==> src/fpbi_defs.vh <==
// constants for the flash parallel bus interface block
`ifndef FPBI_DEFS_VH
`define FPBI_DEFS_VH

// bus operation codes, one-hot
`define FPBI_OP_RESET      6'h01
`define FPBI_OP_STANDBY    6'h02
`define FPBI_OP_OUTDIS     6'h04
`define FPBI_OP_ASYNC_RD   6'h08
`define FPBI_OP_SYNC_RD    6'h10
`define FPBI_OP_WRITE      6'h20

// address layout: 0x20000 words per block, 8 partitions at top bits
`define FPBI_BLK_SHIFT     17
`define FPBI_PART_BITS     3
`define FPBI_DATA_W        16
`define FPBI_MUX_HI_LSB    16

// recovery time after reset release, in ns
`define FPBI_RECOV_NS      100
`define FPBI_CLK_NS        8

// one-hot burst states
`define FPBI_ST_IDLE       3'h1
`define FPBI_ST_LAT        3'h2
`define FPBI_ST_BURST      3'h4

// background program/erase busy time in cycles (model of the array)
`define FPBI_BUSY_CYC      16'h0100

`endif

==> src/fpbi_sync3.v <==
// three-stage input synchroniser with agreement filter
`timescale 1ns/1ps
module fpbi_sync3 #(
   parameter RST_VAL = 1'b0
) (
   // clock and reset
   input  wire ref_clk_i,
   input  wire sys_rst_i,
   // async input and filtered level
   input  wire async_i,
   output wire level_o
);
   reg s1_q;
   reg s2_q;
   reg s3_q;
   reg lvl_q;

   // =========================================
   // sampling
   always @(posedge ref_clk_i or posedge sys_rst_i) begin
      if (sys_rst_i) begin
         s1_q  <= RST_VAL;
         s2_q  <= RST_VAL;
         s3_q  <= RST_VAL;
         lvl_q <= RST_VAL;
      end else begin
         s1_q <= async_i;
         s2_q <= s1_q;
         s3_q <= s2_q;
         // only a settled value counts
         if (s2_q == s3_q) begin
            lvl_q <= s3_q;
         end
      end
   end

   assign level_o = lvl_q;
endmodule

==> src/fpbi_core.v <==
// flash parallel bus interface, device end of the host bus
`timescale 1ns/1ps
`include "fpbi_defs.vh"
module fpbi_core #(
   parameter ADDR_W    = 27,
   parameter MUXED     = 0,
   parameter LATENCY   = 4,
   parameter BURST_LEN = 8,
   parameter [15:0] ID_SEP = 16'hA5C0,  // arbitrary identifier value
   parameter [15:0] ID_MUX = 16'hA5C1   // arbitrary identifier value
) (
   // clock and reset
   input  wire              ref_clk_i,
   input  wire              sys_rst_i,
   // host control pins
   input  wire              rst_n_i,
   input  wire              chip_sel_n_i,
   input  wire              out_en_n_i,
   input  wire              wr_en_n_i,
   input  wire              address_valid_n_i,
   input  wire              wr_prot_n_i,
   input  wire              burst_clk_i,
   input  wire              sync_mode_i,
   input  wire              wait_pol_i,
   // address pins
   input  wire [ADDR_W-1:0] addr_i,
   // data pins, three-signal form
   input  wire [15:0]       dq_i,
   output reg  [15:0]       dq_o,
   output wire              dq_oe_o,
   output wire              wait_o,
   output wire              wait_oe_o,
   // user side towards the array
   input  wire [15:0]       rd_data_i,
   input  wire              id_read_i,
   output reg  [ADDR_W-1:0] cur_addr_o,
   output reg  [ADDR_W-18:0] block_o,
   output reg  [2:0]        part_o,
   output reg               wr_stb_o,
   output reg  [15:0]       wr_data_o,
   output wire              lockdown_en_o,
   output reg               pe_busy_o,
   output reg               pe_abort_o,
   output wire [5:0]        bus_op_o
);
   localparam integer RECOV_CYC =
      (`FPBI_RECOV_NS + `FPBI_CLK_NS - 1) / `FPBI_CLK_NS;

   // =========================================
   // synchronised pins
   wire rst_n_s;
   wire cs_n_s;
   wire oe_n_s;
   wire we_n_s;
   wire adv_n_s;
   wire wp_n_s;
   wire clk_s;

   fpbi_sync3 #(.RST_VAL(1'b0)) u_rst (
      .ref_clk_i (ref_clk_i), .sys_rst_i (sys_rst_i),
      .async_i   (rst_n_i),   .level_o   (rst_n_s));
   fpbi_sync3 #(.RST_VAL(1'b1)) u_cs (
      .ref_clk_i (ref_clk_i), .sys_rst_i (sys_rst_i),
      .async_i   (chip_sel_n_i), .level_o (cs_n_s));
   fpbi_sync3 #(.RST_VAL(1'b1)) u_oe (
      .ref_clk_i (ref_clk_i), .sys_rst_i (sys_rst_i),
      .async_i   (out_en_n_i), .level_o  (oe_n_s));
   fpbi_sync3 #(.RST_VAL(1'b1)) u_we (
      .ref_clk_i (ref_clk_i), .sys_rst_i (sys_rst_i),
      .async_i   (wr_en_n_i), .level_o   (we_n_s));
   fpbi_sync3 #(.RST_VAL(1'b1)) u_adv (
      .ref_clk_i (ref_clk_i), .sys_rst_i (sys_rst_i),
      .async_i   (address_valid_n_i), .level_o (adv_n_s));
   fpbi_sync3 #(.RST_VAL(1'b1)) u_wp (
      .ref_clk_i (ref_clk_i), .sys_rst_i (sys_rst_i),
      .async_i   (wr_prot_n_i), .level_o (wp_n_s));
   fpbi_sync3 #(.RST_VAL(1'b0)) u_clk (
      .ref_clk_i (ref_clk_i), .sys_rst_i (sys_rst_i),
      .async_i   (burst_clk_i), .level_o (clk_s));

   // address and data sampled three deep, one stage short of the filtered strobes
   reg [ADDR_W-1:0] a1_q;
   reg [ADDR_W-1:0] a2_q;
   reg [ADDR_W-1:0] a3_q;
   reg [15:0]       d1_q;
   reg [15:0]       d2_q;
   reg [15:0]       d3_q;
   always @(posedge ref_clk_i or posedge sys_rst_i) begin
      if (sys_rst_i) begin
         a1_q <= {ADDR_W{1'b0}};
         a2_q <= {ADDR_W{1'b0}};
         a3_q <= {ADDR_W{1'b0}};
         d1_q <= 16'h0000;
         d2_q <= 16'h0000;
         d3_q <= 16'h0000;
      end else begin
         a1_q <= addr_i;
         a2_q <= a1_q;
         a3_q <= a2_q;
         d1_q <= dq_i;
         d2_q <= d1_q;
         d3_q <= d2_q;
      end
   end

   // lower address comes off the shared bus in the multiplexed variant
   wire [ADDR_W-1:0] pin_addr;
   generate
      if (MUXED != 0) begin : g_mux
         assign pin_addr = {a3_q[ADDR_W-1:`FPBI_MUX_HI_LSB], d3_q};
      end else begin : g_sep
         assign pin_addr = a3_q;
      end
   endgenerate

   // =========================================
   // edge detection and recovery window
   reg adv_n_q;
   reg clk_q;
   reg we_n_q;
   reg cs_n_q;
   reg [7:0] recov_q;
   always @(posedge ref_clk_i or posedge sys_rst_i) begin
      if (sys_rst_i) begin
         adv_n_q <= 1'b1;
         clk_q   <= 1'b0;
         we_n_q  <= 1'b1;
         cs_n_q  <= 1'b1;
         recov_q <= 8'h00;
      end else begin
         adv_n_q <= adv_n_s;
         clk_q   <= clk_s;
         we_n_q  <= we_n_s;
         cs_n_q  <= cs_n_s;
         // the host must not cycle the bus yet; the device stays idle
         if (!rst_n_s) begin
            recov_q <= RECOV_CYC[7:0];
         end else if (recov_q != 8'h00) begin
            recov_q <= recov_q - 8'h01;
         end
      end
   end

   wire active   = rst_n_s && (recov_q == 8'h00);
   wire adv_rise = adv_n_s && !adv_n_q;
   wire clk_rise = clk_s && !clk_q;
   wire wr_end   = (we_n_s && !we_n_q) || (cs_n_s && !cs_n_q);

   // =========================================
   // bus operation decode
   reg [5:0] op;
   always @* begin
      if (!rst_n_s) begin
         op = `FPBI_OP_RESET;
      end else if (cs_n_s) begin
         op = `FPBI_OP_STANDBY;
      end else if (!we_n_s && oe_n_s) begin
         op = `FPBI_OP_WRITE;
      end else if (oe_n_s) begin
         op = `FPBI_OP_OUTDIS;
      end else if (!we_n_s) begin
         op = `FPBI_OP_OUTDIS;
      end else if (sync_mode_i) begin
         op = `FPBI_OP_SYNC_RD;
      end else begin
         op = `FPBI_OP_ASYNC_RD;
      end
   end
   assign bus_op_o = op;

   wire rd_op = (op == `FPBI_OP_ASYNC_RD) || (op == `FPBI_OP_SYNC_RD);

   // =========================================
   // address capture, burst engine, write strobe
   reg [2:0] st_q;
   reg [7:0] cnt_q;
   reg       dvalid_q;
   reg       wr_pend_q;
   always @(posedge ref_clk_i or posedge sys_rst_i) begin
      if (sys_rst_i) begin
         st_q       <= `FPBI_ST_IDLE;
         cnt_q      <= 8'h00;
         dvalid_q   <= 1'b0;
         cur_addr_o <= {ADDR_W{1'b0}};
         wr_pend_q  <= 1'b0;
         wr_stb_o   <= 1'b0;
         wr_data_o  <= 16'h0000;
      end else if (!active) begin
         st_q      <= `FPBI_ST_IDLE;
         dvalid_q  <= 1'b0;
         wr_pend_q <= 1'b0;
         wr_stb_o  <= 1'b0;
      end else begin
         wr_stb_o <= 1'b0;
         // async access: address flows while the strobe is low
         if (!adv_n_s && !sync_mode_i) begin
            cur_addr_o <= pin_addr;
         end
         if (op == `FPBI_OP_WRITE) begin
            wr_pend_q <= 1'b1;
            if (!adv_n_s) begin
               cur_addr_o <= pin_addr;
            end
            wr_data_o <= d3_q;
         end
         // data taken on the first rising edge of write enable or select
         if (wr_pend_q && wr_end) begin
            wr_pend_q <= 1'b0;
            wr_stb_o  <= 1'b1;
         end
         case (st_q)
            `FPBI_ST_IDLE: begin
               dvalid_q <= (op == `FPBI_OP_ASYNC_RD);
               if (op == `FPBI_OP_SYNC_RD && adv_rise) begin
                  cur_addr_o <= pin_addr;
                  cnt_q      <= LATENCY[7:0];
                  st_q       <= `FPBI_ST_LAT;
               end
            end
            `FPBI_ST_LAT: begin
               dvalid_q <= 1'b0;
               if (!rd_op) begin
                  st_q <= `FPBI_ST_IDLE;
               end else if (clk_rise) begin
                  if (cnt_q == 8'h01) begin
                     cnt_q    <= BURST_LEN[7:0];
                     dvalid_q <= 1'b1;
                     st_q     <= `FPBI_ST_BURST;
                  end else begin
                     cnt_q <= cnt_q - 8'h01;
                  end
               end
            end
            `FPBI_ST_BURST: begin
               if (!rd_op) begin
                  st_q     <= `FPBI_ST_IDLE;
                  dvalid_q <= 1'b0;
               end else if (clk_rise) begin
                  if (cnt_q == 8'h01) begin
                     dvalid_q <= 1'b0;
                     st_q     <= `FPBI_ST_IDLE;
                  end else begin
                     cnt_q      <= cnt_q - 8'h01;
                     cur_addr_o <= cur_addr_o + {{(ADDR_W-1){1'b0}}, 1'b1};
                  end
               end
            end
            default: begin
               st_q <= `FPBI_ST_IDLE;
            end
         endcase
      end
   end

   // =========================================
   // read data, identifier, block decode
   always @(posedge ref_clk_i or posedge sys_rst_i) begin
      if (sys_rst_i) begin
         dq_o    <= 16'h0000;
         block_o <= {(ADDR_W-17){1'b0}};
         part_o  <= 3'h0;
      end else begin
         if (id_read_i) begin
            dq_o <= (MUXED != 0) ? ID_MUX : ID_SEP;
         end else begin
            dq_o <= rd_data_i;
         end
         block_o <= cur_addr_o[ADDR_W-1:`FPBI_BLK_SHIFT];
         part_o  <= cur_addr_o[ADDR_W-1:ADDR_W-`FPBI_PART_BITS];
      end
   end

   // pins are driven only while reading
   assign dq_oe_o = active && rd_op;
   // wait floats with the data bus except when muxed and merely disabled
   assign wait_oe_o = active && (rd_op ||
                      ((MUXED != 0) && op == `FPBI_OP_OUTDIS));
   assign wait_o = (rd_op && !dvalid_q) ? wait_pol_i : !wait_pol_i;
   assign lockdown_en_o = !wp_n_s;

   // =========================================
   // background program/erase, aborted by the reset pin
   reg [15:0] busy_q;
   always @(posedge ref_clk_i or posedge sys_rst_i) begin
      if (sys_rst_i) begin
         busy_q     <= 16'h0000;
         pe_busy_o  <= 1'b0;
         pe_abort_o <= 1'b0;
      end else begin
         pe_abort_o <= 1'b0;
         if (!rst_n_s) begin
            if (pe_busy_o) begin
               pe_abort_o <= 1'b1;
            end
            pe_busy_o <= 1'b0;
            busy_q    <= 16'h0000;
         end else if (wr_stb_o && !pe_busy_o) begin
            pe_busy_o <= 1'b1;
            busy_q    <= `FPBI_BUSY_CYC;
         end else if (pe_busy_o) begin
            // standby does not stop it
            if (busy_q == 16'h0001) begin
               pe_busy_o <= 1'b0;
            end
            busy_q <= busy_q - 16'h0001;
         end
      end
   end
endmodule

==> config.mk <==
export PLATFORM = sky130hd
export DESIGN_NAME = fpbi_core
export DESIGN_NICKNAME = d
export VERILOG_FILES = /design/src/fpbi_sync3.v /design/src/fpbi_core.v
export VERILOG_INCLUDE_DIRS = /design/src /design/src/src
export SDC_FILE = /design/constraint.sdc
export NUM_CORES = 1
export LEC_CHECK = 0
export ABC_AREA = 0
export BUFFER_PORTS_ARGS = -buffer_cell sky130_fd_sc_hd__buf_2
export CORE_MARGIN = 3
export CORE_UTILIZATION = 45
export DETAILED_ROUTE_END_ITERATION = 12
export GPL_TIMING_DRIVEN = 1
export PLACE_DENSITY = 0.72
export SKIP_LAST_GASP = 1
export SYNTH_ARGS = -nofsm -noshare
export SYNTH_HDL_FRONTEND = slang
export SYNTH_SLANG_ARGS = --single-unit
==> constraint.sdc <==
create_clock -name ref_clk_i -period 11 [get_ports ref_clk_i]
set_clock_uncertainty 0.05 [all_clocks]
set_input_delay 2.2 -clock ref_clk_i [delete_from_list [all_inputs] [get_ports ref_clk_i]]
set_output_delay 2.2 -clock ref_clk_i [all_outputs]
set_load 0.01 [all_outputs]
# Word-level counts from Yosys, hierarchy flattened
# Index checks and enable logic that the tools add are counted.
# op_classes
add_sub_neg	4
n_eq_ne	30
n_mux	57
n_reduce_logical	32
# ops
op	count
two-way mux 27 bit	7
two-way mux 8 bit	9
two-way mux 16 bit	4
case mux 27 bit (2 select lines)	1
adder 27 x 1 -> 27 bit, second input constant	1
two-way mux 3 bit	8
case mux 8 bit (3 select lines)	1
two-way mux 1 bit	19
two-way mux 6 bit	3
equality test 16 x 1 -> 1 bit, second input constant	1
inequality test 4 bit, second input constant	4
subtractor 16 x 1 -> 16 bit, second input constant	1
subtractor 8 x 1 -> 8 bit, second input constant	2
two-way mux 5 bit	3
inequality test 2 bit, second input constant	7
logical AND 1 bit	12
zero test 1 bit	11
case mux 3 bit (3 select lines)	1
equality test 8 x 1 -> 1 bit, second input constant	1
zero test 8 bit	1
AND reduction 8 bit	1
nonzero test 8 bit	1
equality test 1 bit	7
equality test 6 x 4 -> 1 bit, second input constant	1
14 further kinds	16
# totals
ff_bits	273
in_bits	71
out_inout_bits	85
wordCells	175

# Logic depth before layout (Yosys ltp)
# logic_depth
depth_word	12
mapped_depth	10
mapped_depth_nobuf	8

# Cells and area by module
# Synthesis repeated with hierarchy kept, for this count alone.
# unflattened
cells_unflattened	852
hier_area_um2	10412.5
# modules_own_cells
mod	instances	cells_each	area_per_inst_um2	seq_area_each_um2
fpbi_core	1	810	9581.7	6060.8
fpbi_sync3 (u_adv ...)	5	6	120.1	105.1
fpbi_sync3 (u_clk ...)	2	6	115.1	100.1

# Worst setup path before layout
# OpenSTA, ideal clock, no wires.
# synth_timing
path_type	input to output
from	input sync_mode_i
to	output bus_op_o[3]
t_arrival_ps	2501
required_time_ps	8750
slack_ps	6249
path_stages	1
n_path_buf	0
cell_sequence	nor3_1
# synth_between
elab_chain_len	6
# synth_lines
element	line	rtl
start, declared	fpbi_core.v:23	input wire sync_mode_i,
two-way mux 5 bit	fpbi_core.v:163	end else if (sync_mode_i) begin
two-way mux 5 bit	fpbi_core.v:161	end else if (!we_n_s) begin
two-way mux 5 bit	fpbi_core.v:159	end else if (oe_n_s) begin
two-way mux 6 bit	fpbi_core.v:157	end else if (!we_n_s && oe_n_s) begin
two-way mux 6 bit	fpbi_core.v:155	end else if (cs_n_s) begin
two-way mux 6 bit	fpbi_core.v:153	if (!rst_n_s) begin
end, declared	fpbi_core.v:44	output wire [5:0] bus_op_o
# No other way between the ends.

# Worst setup path in the final report
# layout_timing
from	register recov_q[0]
to	output wait_oe_o
# layout_between
elab_chain_len	3
# layout_lines
element	line	rtl
start, declared	fpbi_core.v:122	reg [7:0] recov_q;
start signal, assigned	fpbi_core.v:137	recov_q <= RECOV_CYC[7:0];
start signal, assigned	fpbi_core.v:139	recov_q <= recov_q - 8'h01;
zero test 8 bit	fpbi_core.v:144	wire active = rst_n_s && (recov_q == 8'h00);
logical AND 1 bit	fpbi_core.v:144	
logical AND 1 bit	fpbi_core.v:276	assign wait_oe_o = active && (rd_op ||
end, declared	fpbi_core.v:32	output wire wait_oe_o,
# No other way between the ends.

==> results.cfg <==
[clock_tree]
clkLatencyLatePin_ns = 0.53
cts_max_path_bufs = 3
cts.repair.resized = 0
tritoncts_buffer_count = 27
cts-root-buf = sky130_fd_sc_hd__clkbuf_16
cts_hold_repair.buffers = 0
clk_pin_slew_ns = 0.06
maximum_level_of_the_cts_h_tree = 1
clock_sinks = 270
cts_tree = built
post_cts_setup_buffer_count = 0

[route]
first_iter_violations = 400
avg_vias_per_cell = 5.39
routed_wire_length_per_instance_um = 16.8
totalWireLength_mm = 21.1
routed-via-count = 6769
detail_route.drc_violations = 0
antenna_violating_nets_post_route = 0
drt_first_pass_iters = 5

[critical_path]
path_max_fanout = 15
critPathLaunchType = register
cp.buffers_inverters = 2
timing.critical_path.cells = inv_1 -> ha_1 -> nor3b_2 -> nand4_1 -> nor2_1 -> buf_2
critPathMaxStageDelay_ns = 0.62
r2r_slack_ns = 7.31
worstSetupEndpointType = primary output
timing_worst_setup_path_type = reg -> out
number_of_cell_instances_on_the_worst_register_to_register_path = 8
crit_slowest_cell = sky130_fd_sc_hd__nand4_1
worstPathArrival_ns = 2.87
worstReg2RegStart = u_we.level_o$_DFFE_PP1N_
crit_required_ns = 8.75
critical-path-top-delay-family = simple AND/OR/NAND/NOR gates
crit-reg2reg-capture = cur_addr_o[23]$_DFFE_PP0P_

[timing]
rsz0062_at_grt = no
fin_worst_hold_slack_ns = 0.293
share_of_the_clock_period_used_by_the_worst_path_pct = 46.5
finalSetupViolCount = 0
finalWorstSetupSlack_ns = 5.88
slew_viol_final = 0
relSlewSlack_pct = 17.6
fmax_mhz = 195
final-hold-violation-count = 0
worst_slew_pin_tran_ns = 1.23
tns_ns = 0
period_needed_ns = 5.12

[cells_and_area]
signed_area_change_from_the_synthesized_netlist_to_the_final_layout_pct = 19.2
final_cell_area_mm2 = 0.0119
count_of_inserted_antenna_diode_cells = 0
fin_nets = 1039
drive_above_1_share_pct = 27.5

[global_route]
grt_overflow = 0
globalRouteMet2Util_pct = 27.6
grt_pass1_vias = 6700
globalRouteMet3Util_pct = 4.76
grt_first_pass_wirelength_mm = 35.0
grt_use_total_pct = 17.6
grt_antenna_before_repair = 3
gr-usage-met1_pct = 24.5
pin_count_of_the_biggest_net_entering_global_routing = 141
grt.busiest_layer = met2

[hold_path]
min_delay_path_depth = 0
hold_path.class = reg -> reg
worst_hold_path.endpoint = a2_q[9]$_DFF_PP0_
hold_start = a1_q[9]$_DFF_PP0_

[placed_design]
pre_cts_ws_ns = 6.07
gp_congestion = 0.823
placement.cell_area_mm2 = 0.0110
portBuffers = 155
detailed_place_hpwl_mm = 13.7

[synth]
synth-seq-cells = 270
ys.flop_type = sky130_fd_sc_hd__dfrtp_1
ys_warn_count = 0
synth_area_per_cell_um2 = 12.4
seq_area_frac_synth_pct = 67.9
yosysUniqueCellTypes = 67
synth-edff-count = 0
post_synth_instance_area_mm2 = 0.0100
asyncSetResetFlopFracSynth_pct = 100
synthCells = 804
mappedNetlistNets = 882

[floorplan]
floorplan.die.height_um = 155
placementRows = 53
die_width_um = 155
coreArea_mm2 = 0.0214
i_o_pins = 156
design.die.area_mm2 = 0.0240
initial_utilization_pct = 46.7

[power_and_ir_drop]
pwr-share-comb_pct = 4.9
leakage_component_of_the_power_nw = 5.47
p_per_area_mw_per_mm2 = 175
p_switching_mw = 0.464
power.switching_fraction_pct = 22.3
pwr-share-seq_pct = 51.2
pwr-share-clk_pct = 43.9
worst_ir_drop_vdd_uv = 138
power.internal_mw = 1.62

[run_status]
outcome = complete, no violations

[run]
max_cap_viol_count = 0
cells by family (layout without fill, tap and decap cells):
kind of cell | Yosys count | count (layout) | synth area share (%)
adders and majority gates | 14 | 14 | 1.58
and+or+nand+nor | 244 | 244 | 12.9
DFF | 270 | 270 | 67.9
muxes | 22 | 22 | 2.43
AOI/OAI and AO/OA | 185 | 185 | 11.7
buffers and inverters | 55 | 233 | 2.32
xor gates and xnor gates | 14 | 14 | 1.23
layout make-up:
class	count	area [um^2]
clock buffer	35	726
clock inverter	15	168
fill	1797	9510
inverter	23	93.8
multi-input combinational	479	2980
sequential	270	6790
tap	275	344
timing repair buffer	160	813
cell usage after synthesis (all sizes together), types with 3 or more instances:
cell,number,area (um^2)
dfrtp,246,6160
o21ai,66,330
nand2,56,210
nor2,52,198
a21oi,38,190
nand3,26,130
dfstp,24,631
inv,23,86.3
nor3,21,115
clkbuf,19,71.3
mux2,18,203
nor2b,16,100
buf,13,73.8
o31ai,13,97.6
a22oi,12,90.1
and3,12,75.1
nand4,11,68.8
or2,11,71.3
xnor2,9,78.8
nor3b,8,75.1
ha,7,87.6
maj3,7,70.1
a221o,6,60.1
a31oi,6,37.5
and2,6,37.5
a211oi,5,37.5
a22o,5,43.8
nand2b,5,31.3
nor4,5,52.6
o221ai,5,43.8
xor2,5,43.8
a21o,4,30.0
a221oi,4,35.0
mux2i,4,40.0
or3,4,25.0
o211ai,3,22.5
o22ai,3,18.8
or4,3,22.5
per-stage QoR:
stage	cells	utilization (%)	total power, mW
after global placement	1207	51.5	1.18
after detailed placement	1207	51.5	1.19
after CTS	1257	55.6	2.11
final	1257	55.6	2.08
after global routing	1257	55.6	2.17
after floorplan	804	-	1.14
power groups by stage:
| stage | Combinational (mW) | Sequential, mW | Clock (mW) |
|---|---|---|---|
| 4_1_cts | 0.104 | 1.07 | 0.940 |
| 6_report | 0.101 | 1.07 | 0.914 |
| 3_3_place_gp | 0.101 | 1.08 | 0 |
| 5_1_grt | 0.115 | 1.07 | 0.985 |
| 2_1_floorplan | 0.0606 | 1.08 | 0 |
| 3_5_place_dp | 0.103 | 1.08 | 0 |
routing by layer:
layer  up-vias  wire [um]
li1       3169          -
met1      3305       9040
met2       246       9810
met3        43       1740
met4         6        480
met5         -         41
flip-flops by register name, indices dropped and copies added, names as in the netlist, 2 cells and up:
register	cells
cur_addr_o	27
block_o	8
d1_q	16
a1_q	27
d2_q	16
busy_q	16
cnt_q	8
d3_q	16
a2_q	27
part_o	2
wr_data_o	16
a3_q	27
dq_o	16
recov_q	8
st_q	3
how the worst max path moves through the flow:
| stage | from | end | cells after the start |
|---|---|---|---|
| floorplan | sys_rst_i | a1_q[0]$_DFF_PP0_ | 1 |
| global placement | sync_mode_i | bus_op_o[3] | 3 |
| detailed placement | sync_mode_i | bus_op_o[3] | 3 |
| CTS | recov_q[0]$_DFFE_PP0N_ | wait_oe_o | 6 |
| global route | recov_q[0]$_DFFE_PP0N_ | wait_oe_o | 6 |
| finish | recov_q[0]$_DFFE_PP0N_ | wait_oe_o | 6 |
cells in the final DEF (no fill, tap or decap), types with 5 or more instances in the layout:
cell	n
sky130_fd_sc_hd__buf_4	5
sky130_fd_sc_hd__a22o_1	5
sky130_fd_sc_hd__nand4_1	11
sky130_fd_sc_hd__nor2b_1	16
sky130_fd_sc_hd__o31ai_1	13
sky130_fd_sc_hd__and3_1	12
sky130_fd_sc_hd__a22oi_1	12
sky130_fd_sc_hd__a211oi_1	5
sky130_fd_sc_hd__mux2_2	18
sky130_fd_sc_hd__nor3b_1	5
sky130_fd_sc_hd__nand3_1	26
sky130_fd_sc_hd__or2_2	9
sky130_fd_sc_hd__clkbuf_16	27
sky130_fd_sc_hd__dfrtp_1	246
sky130_fd_sc_hd__o221ai_1	5
sky130_fd_sc_hd__nor2_1	51
sky130_fd_sc_hd__a221o_1	6
sky130_fd_sc_hd__o21ai_0	48
sky130_fd_sc_hd__nand2b_1	5
sky130_fd_sc_hd__xnor2_1	9
sky130_fd_sc_hd__o21ai_1	17
sky130_fd_sc_hd__dfstp_2	24
sky130_fd_sc_hd__a21oi_1	38
sky130_fd_sc_hd__a31oi_1	6
sky130_fd_sc_hd__ha_1	7
sky130_fd_sc_hd__clkinv_2	6
sky130_fd_sc_hd__nand2_1	56
sky130_fd_sc_hd__inv_1	22
sky130_fd_sc_hd__maj3_1	7
sky130_fd_sc_hd__nor3_1	19
sky130_fd_sc_hd__and2_1	6
sky130_fd_sc_hd__buf_2	155
sky130_fd_sc_hd__clkbuf_1	6
sky130_fd_sc_hd__xor2_1	5
(Power assumes the default switching activity.)
